**src/hw/fws_pkg.sv**
```systemverilog
package fws_pkg;
    // Software register map of the controller.
    localparam logic [7:0] REG_ADDR = 8'h00;
    localparam logic [7:0] REG_WDATA = 8'h04;
    localparam logic [7:0] REG_CTRL = 8'h08;
    localparam logic [7:0] REG_STATUS = 8'h0C;
    localparam logic [7:0] REG_RDATA = 8'h10;

    localparam int CTRL_ABORT_BIT = 3;
    localparam int STAT_BUSY_BIT = 0;
    localparam int STAT_DONE_BIT = 1;
    localparam int STAT_OK_BIT = 2;
    localparam int STAT_FAIL_BIT = 3;
    localparam int STAT_RST_BIT = 4;
    localparam int STAT_WIN_BIT = 5;

    localparam logic [2:0] CMD_WRITE = 3'h1;
    localparam logic [2:0] CMD_READ = 3'h2;
    localparam logic [2:0] CMD_TOGGLE = 3'h3;
    localparam logic [2:0] CMD_POLL = 3'h4;

    localparam logic [7:0] RESET_CMD = 8'hF0;

    // Status bit positions on the flash data lines.
    localparam int POLL_BIT = 7;
    localparam int TOGGLE_BIT = 6;
    localparam int FAIL_BIT = 5;
    localparam int WINDOW_BIT = 3;

    localparam logic [1:0] PH_FIRST = 2'h0;
    localparam logic [1:0] PH_SECOND = 2'h1;
    localparam logic [1:0] PH_RECHECK = 2'h2;

    localparam int CLK_PERIOD_NS = 100;
    localparam int T_STROBE_NS = 150;
    localparam int STROBE_CYC = (T_STROBE_NS + CLK_PERIOD_NS - 1) / CLK_PERIOD_NS;
    localparam logic [1:0] STROBE_LAST = 2'(STROBE_CYC - 1);

    typedef enum logic [2:0] {
        ST_IDLE = 3'b000,
        ST_SETUP = 3'b001,
        ST_STROBE = 3'b010,
        ST_HOLD = 3'b011,
        ST_DECIDE = 3'b100
    } fws_state_e;

    typedef struct packed {
        logic [16:0] addr;
        logic [7:0] dq_o;
        logic dq_oe;
        logic ce_n;
        logic oe_n;
        logic we_n;
    } fws_pins_s;

    localparam fws_pins_s PINS_IDLE = '{addr: 17'h00000, dq_o: 8'h00, dq_oe: 1'b0,
                                        ce_n: 1'b1, oe_n: 1'b1, we_n: 1'b1};
endpackage

```
**src/hw/fws_host.sv**
```systemverilog
// Implementation choices: the strobed register port and the register addresses.
module fws_host
    import fws_pkg::*;
(
    input wire logic ref_clk,
    input wire logic resetn,
    input wire logic [7:0] bus_addr,
    input wire logic [31:0] bus_wdata,
    input wire logic bus_wr,
    input wire logic bus_rd,
    output logic [31:0] bus_rdata,
    output fws_pins_s flash_pins,
    input wire logic [7:0] flash_dq_i
);

    function automatic logic hit(input logic [7:0] a, input logic [7:0] off);
        hit = (a == off);
    endfunction

    fws_state_e state_r, state_nxt;
    fws_pins_s pins_r, pins_nxt;
    logic [2:0] cmd_r, cmd_nxt;
    logic [1:0] phase_r, phase_nxt;
    logic [1:0] cnt_r, cnt_nxt;
    logic is_wr_r, is_wr_nxt;
    logic rst_pend_r, rst_pend_nxt;
    logic [7:0] samp_r, samp_nxt;
    logic [7:0] first_r, first_nxt;
    logic [16:0] addr_r, addr_nxt;
    logic [7:0] wdata_r, wdata_nxt;
    logic busy_r, busy_nxt;
    logic done_r, done_nxt;
    logic ok_r, ok_nxt;
    logic fail_r, fail_nxt;
    logic rst_issued_r, rst_issued_nxt;
    logic win_r, win_nxt;
    logic abort_r, abort_nxt;
    logic [31:0] rdata_r, rdata_nxt;
    logic [31:0] status_word;
    logic start;
    logic tog_same;
    logic poll_match;

    assign start = bus_wr && hit(bus_addr, REG_CTRL) && !busy_r &&
                   (bus_wdata[2:0] >= CMD_WRITE) && (bus_wdata[2:0] <= CMD_POLL);
    assign tog_same = (samp_r[TOGGLE_BIT] == first_r[TOGGLE_BIT]);
    assign poll_match = (samp_r[POLL_BIT] == wdata_r[POLL_BIT]);

    always_comb begin
        status_word = 32'h00000000;
        status_word[STAT_BUSY_BIT] = busy_r;
        status_word[STAT_DONE_BIT] = done_r;
        status_word[STAT_OK_BIT] = ok_r;
        status_word[STAT_FAIL_BIT] = fail_r;
        status_word[STAT_RST_BIT] = rst_issued_r;
        status_word[STAT_WIN_BIT] = win_r;
    end

    always_comb begin
        state_nxt = state_r;
        cmd_nxt = cmd_r;
        phase_nxt = phase_r;
        cnt_nxt = cnt_r;
        is_wr_nxt = is_wr_r;
        rst_pend_nxt = rst_pend_r;
        samp_nxt = samp_r;
        first_nxt = first_r;
        addr_nxt = addr_r;
        wdata_nxt = wdata_r;
        busy_nxt = busy_r;
        done_nxt = done_r;
        ok_nxt = ok_r;
        fail_nxt = fail_r;
        rst_issued_nxt = rst_issued_r;
        win_nxt = win_r;
        abort_nxt = abort_r;
        rdata_nxt = 32'h00000000;

        if (bus_rd) begin
            if (hit(bus_addr, REG_ADDR)) begin
                rdata_nxt = {15'h0000, addr_r};
            end else if (hit(bus_addr, REG_WDATA)) begin
                rdata_nxt = {24'h000000, wdata_r};
            end else if (hit(bus_addr, REG_STATUS)) begin
                rdata_nxt = status_word;
            end else if (hit(bus_addr, REG_RDATA)) begin
                rdata_nxt = {24'h000000, samp_r};
            end
        end
        // Address and data are frozen while a sequence runs.
        if (bus_wr && !busy_r && hit(bus_addr, REG_ADDR)) begin
            addr_nxt = bus_wdata[16:0];
        end
        if (bus_wr && !busy_r && hit(bus_addr, REG_WDATA)) begin
            wdata_nxt = bus_wdata[7:0];
        end
        if (bus_wr && busy_r && hit(bus_addr, REG_CTRL) && bus_wdata[CTRL_ABORT_BIT]) begin
            abort_nxt = 1'b1;
        end

        case (state_r)
            ST_IDLE: begin
                if (start) begin
                    cmd_nxt = bus_wdata[2:0];
                    is_wr_nxt = (bus_wdata[2:0] == CMD_WRITE);
                    phase_nxt = PH_FIRST;
                    rst_pend_nxt = 1'b0;
                    busy_nxt = 1'b1;
                    done_nxt = 1'b0;
                    ok_nxt = 1'b0;
                    fail_nxt = 1'b0;
                    rst_issued_nxt = 1'b0;
                    abort_nxt = 1'b0;
                    state_nxt = ST_SETUP;
                end
            end
            ST_SETUP: begin
                cnt_nxt = 2'h0;
                state_nxt = ST_STROBE;
            end
            ST_STROBE: begin
                cnt_nxt = cnt_r + 2'h1;
                if (cnt_r == STROBE_LAST) begin
                    if (!is_wr_r) begin
                        samp_nxt = flash_dq_i;
                        win_nxt = flash_dq_i[WINDOW_BIT];
                    end
                    state_nxt = ST_HOLD;
                end
            end
            ST_HOLD: begin
                state_nxt = ST_DECIDE;
            end
            ST_DECIDE: begin
                state_nxt = ST_IDLE;
                busy_nxt = 1'b0;
                done_nxt = 1'b1;
                if (rst_pend_r) begin
                    fail_nxt = 1'b1;
                    rst_issued_nxt = 1'b1;
                end else if (cmd_r == CMD_WRITE || cmd_r == CMD_READ) begin
                    ok_nxt = 1'b1;
                end else begin
                    // An unresolved outcome below starts another read cycle, or the reset write cycle on a failure, unless a pending abort ends it when the next phase is PH_FIRST.
                    busy_nxt = 1'b1;
                    done_nxt = 1'b0;
                    state_nxt = ST_SETUP;
                    if (cmd_r == CMD_TOGGLE && phase_r == PH_FIRST) begin
                        first_nxt = samp_r;
                        phase_nxt = PH_SECOND;
                    end else if (cmd_r == CMD_TOGGLE && phase_r == PH_SECOND) begin
                        if (tog_same) begin
                            ok_nxt = 1'b1;
                        end else if (samp_r[FAIL_BIT]) begin
                            first_nxt = samp_r;
                            phase_nxt = PH_RECHECK;
                        end else begin
                            phase_nxt = PH_FIRST;
                        end
                    end else if (cmd_r == CMD_TOGGLE) begin
                        if (tog_same) begin
                            ok_nxt = 1'b1;
                        end else begin
                            rst_pend_nxt = 1'b1;
                        end
                    end else if (phase_r == PH_FIRST) begin
                        if (poll_match) begin
                            ok_nxt = 1'b1;
                        end else if (samp_r[FAIL_BIT]) begin
                            phase_nxt = PH_RECHECK;
                        end
                    end else begin
                        if (poll_match) begin
                            ok_nxt = 1'b1;
                        end else begin
                            rst_pend_nxt = 1'b1;
                        end
                    end
                    if (ok_nxt) begin
                        state_nxt = ST_IDLE;
                        busy_nxt = 1'b0;
                        done_nxt = 1'b1;
                    end else if (rst_pend_nxt) begin
                        is_wr_nxt = 1'b1;
                    end else if (abort_r && phase_nxt == PH_FIRST) begin
                        // Aborted checks end with done set and neither ok nor fail.
                        state_nxt = ST_IDLE;
                        busy_nxt = 1'b0;
                        done_nxt = 1'b1;
                    end
                end
            end
            default: begin
                state_nxt = ST_IDLE;
            end
        endcase

        pins_nxt = PINS_IDLE;
        pins_nxt.addr = addr_nxt;
        if (state_nxt == ST_SETUP || state_nxt == ST_STROBE || state_nxt == ST_HOLD) begin
            pins_nxt.dq_oe = is_wr_nxt;
            pins_nxt.dq_o = rst_pend_nxt ? RESET_CMD : wdata_nxt;
        end
        if (state_nxt == ST_SETUP || state_nxt == ST_STROBE) begin
            pins_nxt.ce_n = 1'b0;
        end
        if (state_nxt == ST_STROBE) begin
            pins_nxt.we_n = !is_wr_nxt;
            pins_nxt.oe_n = is_wr_nxt;
        end
    end

    always_ff @(posedge ref_clk or negedge resetn) begin
        if (!resetn) begin
            state_r <= ST_IDLE;
            pins_r <= PINS_IDLE;
            cmd_r <= 3'h0;
            phase_r <= PH_FIRST;
            cnt_r <= 2'h0;
            is_wr_r <= 1'b0;
            rst_pend_r <= 1'b0;
            samp_r <= 8'h00;
            first_r <= 8'h00;
            addr_r <= 17'h00000;
            wdata_r <= 8'h00;
            busy_r <= 1'b0;
            done_r <= 1'b0;
            ok_r <= 1'b0;
            fail_r <= 1'b0;
            rst_issued_r <= 1'b0;
            win_r <= 1'b0;
            abort_r <= 1'b0;
            rdata_r <= 32'h00000000;
        end else begin
            state_r <= state_nxt;
            pins_r <= pins_nxt;
            cmd_r <= cmd_nxt;
            phase_r <= phase_nxt;
            cnt_r <= cnt_nxt;
            is_wr_r <= is_wr_nxt;
            rst_pend_r <= rst_pend_nxt;
            samp_r <= samp_nxt;
            first_r <= first_nxt;
            addr_r <= addr_nxt;
            wdata_r <= wdata_nxt;
            busy_r <= busy_nxt;
            done_r <= done_nxt;
            ok_r <= ok_nxt;
            fail_r <= fail_nxt;
            rst_issued_r <= rst_issued_nxt;
            win_r <= win_nxt;
            abort_r <= abort_nxt;
            rdata_r <= rdata_nxt;
        end
    end

    assign bus_rdata = rdata_r;
    assign flash_pins = pins_r;

    logic dec_tog2, dec_tog3, dec_poll1;
    assign dec_tog2 = (state_r == ST_DECIDE) && (cmd_r == CMD_TOGGLE) && (phase_r == PH_SECOND) && !rst_pend_r;
    assign dec_tog3 = (state_r == ST_DECIDE) && (cmd_r == CMD_TOGGLE) && (phase_r == PH_RECHECK) && !rst_pend_r;
    assign dec_poll1 = (state_r == ST_DECIDE) && (cmd_r == CMD_POLL) && (phase_r == PH_FIRST) && !rst_pend_r;
endmodule

```
**config.mk**
```make
export PLATFORM = sky130hd
export DESIGN_NAME = fws_host
export DESIGN_NICKNAME = d
export VERILOG_FILES = /design/src/hw/fws_pkg.sv /design/src/hw/fws_host.sv
export SDC_FILE = /design/constraint.sdc
export NUM_CORES = 1
export LEC_CHECK = 0
export BUFFER_PORTS_ARGS = -buffer_cell sky130_fd_sc_hd__buf_2
export CORE_UTILIZATION = 40
export CTS_BUF_LIST = sky130_fd_sc_hd__clkbuf_8
export DETAILED_ROUTE_END_ITERATION = 8
export PLACE_DENSITY = 0.63
export SYNTH_ARGS = -nofsm -noshare
export SYNTH_HDL_FRONTEND = slang
export SYNTH_SLANG_ARGS = --single-unit
```
**constraint.sdc**
```tcl
create_clock -name ref_clk -period 3.6 [get_ports ref_clk]
set_input_delay 0.36 -clock ref_clk [delete_from_list [all_inputs] [get_ports ref_clk]]
set_output_delay 0.36 -clock ref_clk [all_outputs]
set_load 0.03 [all_outputs]
```
== Word level (Yosys, flattened, before mapping) ==
Cells that the tools add are included.

* Memories kept: 0
* Bits in latches: 0
* ROM bits: 0
* Input bits: 52
* Register bits after elaboration: 102
* Output and inout port bits: 61
* Logic and storage cells: 172
* RAM bits: 0

* Bitwise gates (word level): 3
* Add/subtract/negate cells: 1
* Reductions and logical operators: 33
* Div/mod/pow operators: 0
* Multipliers: 0
* Mux-type cells: 87
* Magnitude comparators: 2
* Shift operators: 0
* Equality and inequality tests: 24

{| class="wikitable"
|+ Operators with widths
! kind !! count
|-
| $mux 1 || 49
|-
| $mux 8 || 5
|-
| $mux 32 || 1
|-
| $mux 2 || 15
|-
| $mux 7 || 4
|-
| $eq 3x2->1 const B || 6
|-
| $mux 17 || 1
|-
| $eq 8x4->1 const B || 2
|-
| $pmux 3 s5 || 1
|-
| $logic_and 1x1->1 || 13
|-
| $eq 3x1->1 const B || 4
|-
| $pmux 1 s2 || 6
|-
| $mux 9 || 1
|-
| $reduce_and 3->1 || 3
|-
| $eq 8x3->1 const B || 1
|-
| $eq 8x5->1 const B || 1
|-
| $logic_not 8->1 || 1
|-
| $ne 2x2->1 const B || 4
|-
| $pmux 2 s2 || 2
|-
| $reduce_bool 2->1 || 4
|-
| $mux 3 || 2
|-
| $reduce_and 6->1 || 1
|-
| $eq 2x1->1 const B || 2
|-
| $logic_not 2->1 || 2
|-
| other kinds (12) || 19
|}

== Longest topological paths before layout ==
Gate-level depths: netlist of the first run.

* Word-level depth: 21
* Depth in mapped cells: 6
* Mapped depth without buffers: 5

== Least setup slack after synthesis of the first run ==
No wires, ideal clock.

* Path type: reg2reg
* Start point: register state_r[0]
* End point: register samp_r[0]
* Period minus slack after synthesis: 1,776 ps
* Library setup time: 125 ps
* Cell stages (with the launch flop): 5
* Data arrival time: 1,651 ps
* Buffers on the path: 0
* Data required time: 3,475 ps
* Slack: 1,824 ps
* Path through: dfrtp_1 nand2b_1 or3b_2 nor2_4 mux2_2

* Word-level cells in the longest chain between the ends: 2

{| class="wikitable"
|+ Ends and longest elaborated chain
! item !! RTL line !! RTL
|-
| start, declared || fws_host.sv:20 || <nowiki>fws_state_e state_r, state_nxt;</nowiki>
|-
| start signal, assigned || fws_host.sv:235 || <nowiki>state_r <= state_nxt;</nowiki>
|-
| $eq 3x2->1 || fws_host.sv:101 || <nowiki>case (state_r)</nowiki>
|-
| $reduce_and 3->1 (no line) || n/a ||
|-
| end signal, assigned || fws_host.sv:242 || <nowiki>samp_r <= samp_nxt;</nowiki>
|-
| end, declared || fws_host.sv:27 || <nowiki>logic [7:0] samp_r, samp_nxt;</nowiki>
|}

No other way between the ends.
A chain may end at the register's enable or synchronous reset.

==> results of run 1 <==
==> sequential cells by signal, indices dropped and copies added, names as in the netlist, 2 cells and up <==
register / flops
addr_r: 17
cmd_r: 3
samp_r: 8
wdata_r: 8
bus_rdata: 17
phase_r: 2
flash_pins: 12
state_r: 3
cnt_r: 2
==> metrics by stage <==
step | utilization | hold slack [ns] | cells
6_report | 0.495 | 0.139 | 512
3_5_place_dp | 0.469 | 0.484 | 496
4_1_cts | 0.495 | 0.203 | 512
5_1_grt | 0.495 | 0.211 | 512
2_1_floorplan | - | 0.0644 | 330
3_3_place_gp | 0.469 | 0.488 | 496
==> worst max-delay path by stage <==
stage | end | start | slack (ns)
2_1_floorplan | samp_r[0] | state_r[0] | 1.82
3_5_place_dp | flash_pins[11] | cmd_r[2] | 1.34
3_3_place_gp | flash_pins[11] | cmd_r[2] | 1.35
6_report | flash_pins[2] | cmd_r[2] | 1.32
5_1_grt | flash_pins[11] | cmd_r[2] | 1.15
4_1_cts | flash_pins[11] | cmd_r[2] | 1.31
==> cell usage in the layout (no fill, tap or decap), types with 3 or more instances in the layout <==
master      n
mux2_2     20
nor2_1     14
o211ai_1    3
buf_2      81
mux2i_1     6
and3_1     13
inv_6       4
a21boi_0    6
nand2_1    31
a21oi_1    10
mux2_4     10
xnor2_1     3
clkbuf_8    9
o2bb2ai_1   6
nand2b_1    5
conb_1     15
o21ai_0     9
a22oi_1     5
nand3_1     6
inv_1      10
dfstp_2     3
nor3b_1     3
dfrtp_1    77
==> report_power, final <==
group / internal [uW] / total, uW / switching, uW
combinational: 96.3 / 263 / 166
sequential: 954 / 998 / 44.6
clock: 405 / 762 / 357
total: 1460 / 2020 / 568
==> layer usage <==
metal	routed length [um]	global-route usage	share of wire	vias up
li1	-	-	-	1256
met1	3810	0.250	0.48	1263
met2	3610	0.265	0.45	96
met3	406	0.0319	0.051	9
met4	106	0.0517	0.013	0
met5	0	0	0	-
==> layout make-up <==
type,instances,area [um2],share of cell area
multi-input cells,215,1570,0.357
well taps,108,135,0.0307
repair buffers,83,420,0.0956
inverters,10,37.5,0.00854
clock buffers,9,124,0.0282
flip-flops and latches,80,2010,0.456
clock inverters,7,106,0.0242
==> kinds of logic after synthesis <==
kind of cell	count (synthesis)
flops	80
mux	36
buf+inv	35
fa+ha+maj	1
xor+xnor	4
other cells	1
simple gates	102
compound gates	57
==> flow_summary.json, run 1 <==
{
  "setup_slack_ns": 1.32,
  "critical_path_required_ns": 3.89,
  "gr-usage-all-layers": 0.173,
  "maxSlewViolCount": 0,
  "max_slew.worst_pin.slew_ns": 0.975,
  "drv_cap": 0,
  "clock_latency_ns": 0.35,
  "synthArstFlopShare": 1.00,
  "synth_top_area_share": 0.516,
  "synthMuxAreaShare": 0.117,
  "critPathKind": "flip-flop to flip-flop",
  "drt_first_pass_iters": 5,
  "grt_pass1_vias": 2518,
  "synthAdderAreaFrac": 0.00335,
  "syn_area_um2": 3730,
  "r2r_cells": 5,
  "rrSetupSlack_ns": 1.32,
  "path_clk_slew_ns": 0.09,
  "rows": 34,
  "cts_tree": "done",
  "viasPerCell": 5.13,
  "numCtsBuffers": 9,
  "synth_top_area_cell": "dfrtp_1",
  "cts-hold-fix-buffers": 0,
  "synth_top_family_by_area": "simple AND/OR/NAND/NOR gates",
  "coreArea_um2": 8890,
  "dp_slack_ns": 1.34,
  "cts_setup_buffers": 0,
  "slowest_stage": "o211ai_1",
  "finalHoldViolCount": 0,
  "cp_num_cells": 5,
  "fin_crit_ns": 2.28,
  "synthSimpleGateAreaFrac": 0.160,
  "grt_antenna_before_repair": 0,
  "clk_path_buf_depth": 2,
  "placed_cell_area_um2": 4170,
  "grt.overflow.total": 0,
  "path_delay_family": "compound AO/OA/AOI/OAI gates",
  "p_leak_uw": 0.00231,
  "clock_sinks": 80,
  "die_y_um": 98.6,
  "crit_arrival_ns": 2.57,
  "start_kind": "flip-flop",
  "ant_nets": 0,
  "fp.dieW_um": 98.6,
  "slew_headroom": 0.350,
  "clock.fmax_mhz": 439,
  "dp_hpwl_mm": 5.81,
  "yosysSeqAreaShare": 0.537,
  "vias": 2624,
  "synth_most_common_cell": "dfrtp_1",
  "wl_per_cell_um": 15.5,
  "critPathMaxStageDelay_ns": 0.71,
  "cts_resized": 0,
  "drcViolationCount": 0,
  "syn_to_final_growth_pct": 17.8,
  "synth.avg_cell_area_um2": 11.8,
  "ys_top_cells_by_count": "77 x dfrtp_1, 31 x nand2_1, 20 x mux2_2",
  "vdd_drop_max_uv": 249,
  "rsz0062_at_grt": "no",
  "numPortBuffers": 82,
  "path_cells": "and3b_1, nor2_1, a311o_1, o211ai_1, and3_1",
  "die_area_um2": 9720,
  "cp.buffers_inverters": 0,
  "post-route-period-util": 0.633,
  "crit_fanout": 11,
  "status": "finished clean",
  "rr_startpoint": "cmd_r[2]",
  "layout-drive-gt1-share": 0.381,
  "synth-compound-area-share": 0.116,
  "syn_inst": 316,
  "yosys-top-cells-area": "dfrtp_1 52%, mux2_2 6.0%, mux2_4 4.0%",
  "initial_utilization": 0.420,
  "synth-seq-cells": 80,
  "synth_xor_area_frac": 0.00938,
  "gp_congestion": 0.827,
  "yosys_warnings": 0,
  "finClkSkew_ns": 0.0149,
  "synth_flop_cell": "dfrtp_1",
  "report.power.total_uw": 2020,
  "worstHoldPathType": "input pin to asynchronous set/reset pin",
  "wirelength_mm": 7.93,
  "antenna_cells": 0,
  "grt_pass1_wl_mm": 13.0,
  "rr_endpoint": "flash_pins[2]",
  "root_buffer": "clkbuf_8",
  "p_per_area_nw_per_um2": 460,
  "fill_cells": 805,
  "endpoint_kind": "flip-flop",
  "fin_tns_setup_ns": 0,
  "setup_violations": 0,
  "synth_edf_count": 0,
  "ios": 113,
  "synth.distinct_cells": 61,
  "htreeDepth": 3,
  "drt_iter0_drc": 128,
  "design_area_um2": 4400,
  "grt_max_degree": 81,
  "final_nets": 452
}
No activity file was read; power rests on OpenSTA's default activity.
==> run 2, diff against run 1 <==
==> constraint.sdc (replaced) <==
create_clock -name ref_clk -period 2.15 [get_ports ref_clk]
set_input_delay 0.215 -clock ref_clk [delete_from_list [all_inputs] [get_ports ref_clk]]
set_output_delay 0.215 -clock ref_clk [all_outputs]
set_load 0.03 [all_outputs]
==> run 2 against run 1 <==
Against the previous run:
- sequential power is 67% higher
- flip-flop and latch count unchanged
- fmax is 15% higher
- via count grew 1.5%
- clock skew down 0.0073 ns
- die area did not move
- setup slack worse by 1.1 ns
- cell area rose by 0.68%
- count of clock-buffer cells in the layout unchanged
- routed wire length grew 2.7%
- clock power up 34%
==> flow_summary.json, run 2 (synthesized netlist as in run 1, its figures left out) <==
{
  "grt_pass1_vias": 2621,
  "rows": 34,
  "max_slew.worst_pin.slew_ns": 0.631,
  "crit_fanout": 8,
  "post-route-period-util": 0.920,
  "antenna_cells": 0,
  "final_nets": 461,
  "wirelength_mm": 8.15,
  "grt.overflow.total": 0,
  "ant_nets": 0,
  "die_y_um": 98.6,
  "path_cells": "nand2b_1, or3b_2, nor2_4, mux2_2",
  "rsz0062_at_grt": "no",
  "design_area_um2": 4430,
  "wl_per_cell_um": 15.6,
  "die_area_um2": 9720,
  "ios": 113,
  "endpoint_kind": "flip-flop",
  "drcViolationCount": 0,
  "cts_resized": 0,
  "drt_first_pass_iters": 4,
  "htreeDepth": 3,
  "grt_max_degree": 49,
  "worstHoldPathType": "input pin to flip-flop",
  "slew_headroom": 0.579,
  "slowest_stage": "dfrtp_1",
  "fin_crit_ns": 1.98,
  "drv_cap": 0,
  "grt_antenna_before_repair": 0,
  "setup_slack_ns": 0.172,
  "numCtsBuffers": 9,
  "placed_cell_area_um2": 4240,
  "wl_met2_mm": 3.76,
  "gr-usage-all-layers": 0.182,
  "fin_tns_setup_ns": 0,
  "start_kind": "flip-flop",
  "numPortBuffers": 82,
  "maxSlewViolCount": 0,
  "cts_tree": "done",
  "cp.buffers_inverters": 0,
  "finalHoldViolCount": 0,
  "dp_hpwl_mm": 6.07,
  "clock_sinks": 80,
  "root_buffer": "clkbuf_8",
  "vdd_drop_max_uv": 448,
  "setup_violations": 0,
  "final_util": 0.498,
  "critPathMaxStageDelay_ns": 0.54,
  "drt_iter0_drc": 120,
  "p_per_area_nw_per_um2": 712,
  "syn_to_final_growth_pct": 18.6,
  "clk_path_buf_depth": 2,
  "critPathKind": "flip-flop to flip-flop",
  "path_clk_slew_ns": 0.09,
  "layout_common_cells": "81 x buf_2, 77 x dfrtp_1, 31 x nand2_1",
  "mostFrequentLayoutCell": "buf_2",
  "layout-drive-gt1-share": 0.392,
  "grt_pass1_wl_mm": 13.5,
  "report.power.total_uw": 3150,
  "fp.dieW_um": 98.6,
  "cts_setup_buffers": 0,
  "clock.fmax_mhz": 506,
  "critical_path_required_ns": 2.39,
  "crit_arrival_ns": 2.22,
  "clock_latency_ns": 0.36,
  "wl_met3_um": 368,
  "coreArea_um2": 8890,
  "drt-met1-wl_mm": 3.91,
  "finClkSkew_ns": 0.00758,
  "vias": 2663,
  "status": "finished clean",
  "gp_congestion": 0.847,
  "dp_slack_ns": 0.198,
  "p_leak_uw": 0.00232,
  "viasPerCell": 5.11,
  "path_delay_family": "simple AND/OR/NAND/NOR gates",
  "initial_utilization": 0.420,
  "top_layer_used": "met4"
}
[run 2: cell count changes in the layout (fill, tap and decap cells not counted), sizes merged]
cell | before | now
dlygate4sd3 | 0 | 1
bufinv | 2 | 0
buf | 83 | 91
inv | 15 | 13
clkinv | 0 | 1
clkinvlp | 0 | 3
[run 2: metal layers]
metal | track usage | up-vias
met5 | 0 | -
met4 | 0.0654 | 0
met3 | 0.0390 | 10
met2 | 0.285 | 77
met1 | 0.249 | 1305
li1 | - | 1271
[run 2: final timing paths]
| kind | to | from | slack, ns | cells after the start |
|---|---|---|---|---|
| worst max-delay path | samp_r[6] | state_r[1] | 0.17 | 4 |
| worst min-delay path | addr_r[13] | bus_wdata[13] | 0.08 | 2 |
| worst max register to register | samp_r[6] | state_r[1] | 0.17 | 4 |
| worst min register to register | rst_issued_r | rst_issued_r | 0.50 | 1 |
| max in group asynchronous | flash_pins[0] | resetn | 1.12 | 3 |
| min in group asynchronous | wdata_r[1] | resetn | 0.42 | 2 |
[run 2: cell type report]
| class | instances | area (um2) |
|---|---|---|
| sequential | 80 | 2010 |
| clock inverter | 7 | 53.8 |
| tap | 108 | 135 |
| multi-input combinational | 215 | 1570 |
| clock buffer | 9 | 124 |
| inverter | 10 | 37.5 |
| timing repair buffer | 92 | 503 |
| fill | 818 | 4460 |
[run 2: power breakdown]
part / leakage, uW / switching [uW] / internal [uW]
combinational: 0.00119 / 291 / 170
clock: 0.0000827 / 595 / 429
sequential: 0.00105 / 71.4 / 1600
total: 0.00232 / 957 / 2200
[run 2: through the flow]
stage,hold WS [ns],cells
2_1_floorplan,-0.0806,330
3_3_place_gp,0.277,504
3_5_place_dp,0.284,504
4_1_cts,0.0662,521
5_1_grt,0.0634,521
6_report,0.0761,521
[run 2: what timing repair did]
item | in CTS | in global routing
endpoints found under the setup margin | 0 | 0
hold endpoints to repair | 46 | 0
hold buffers | 1 | 0
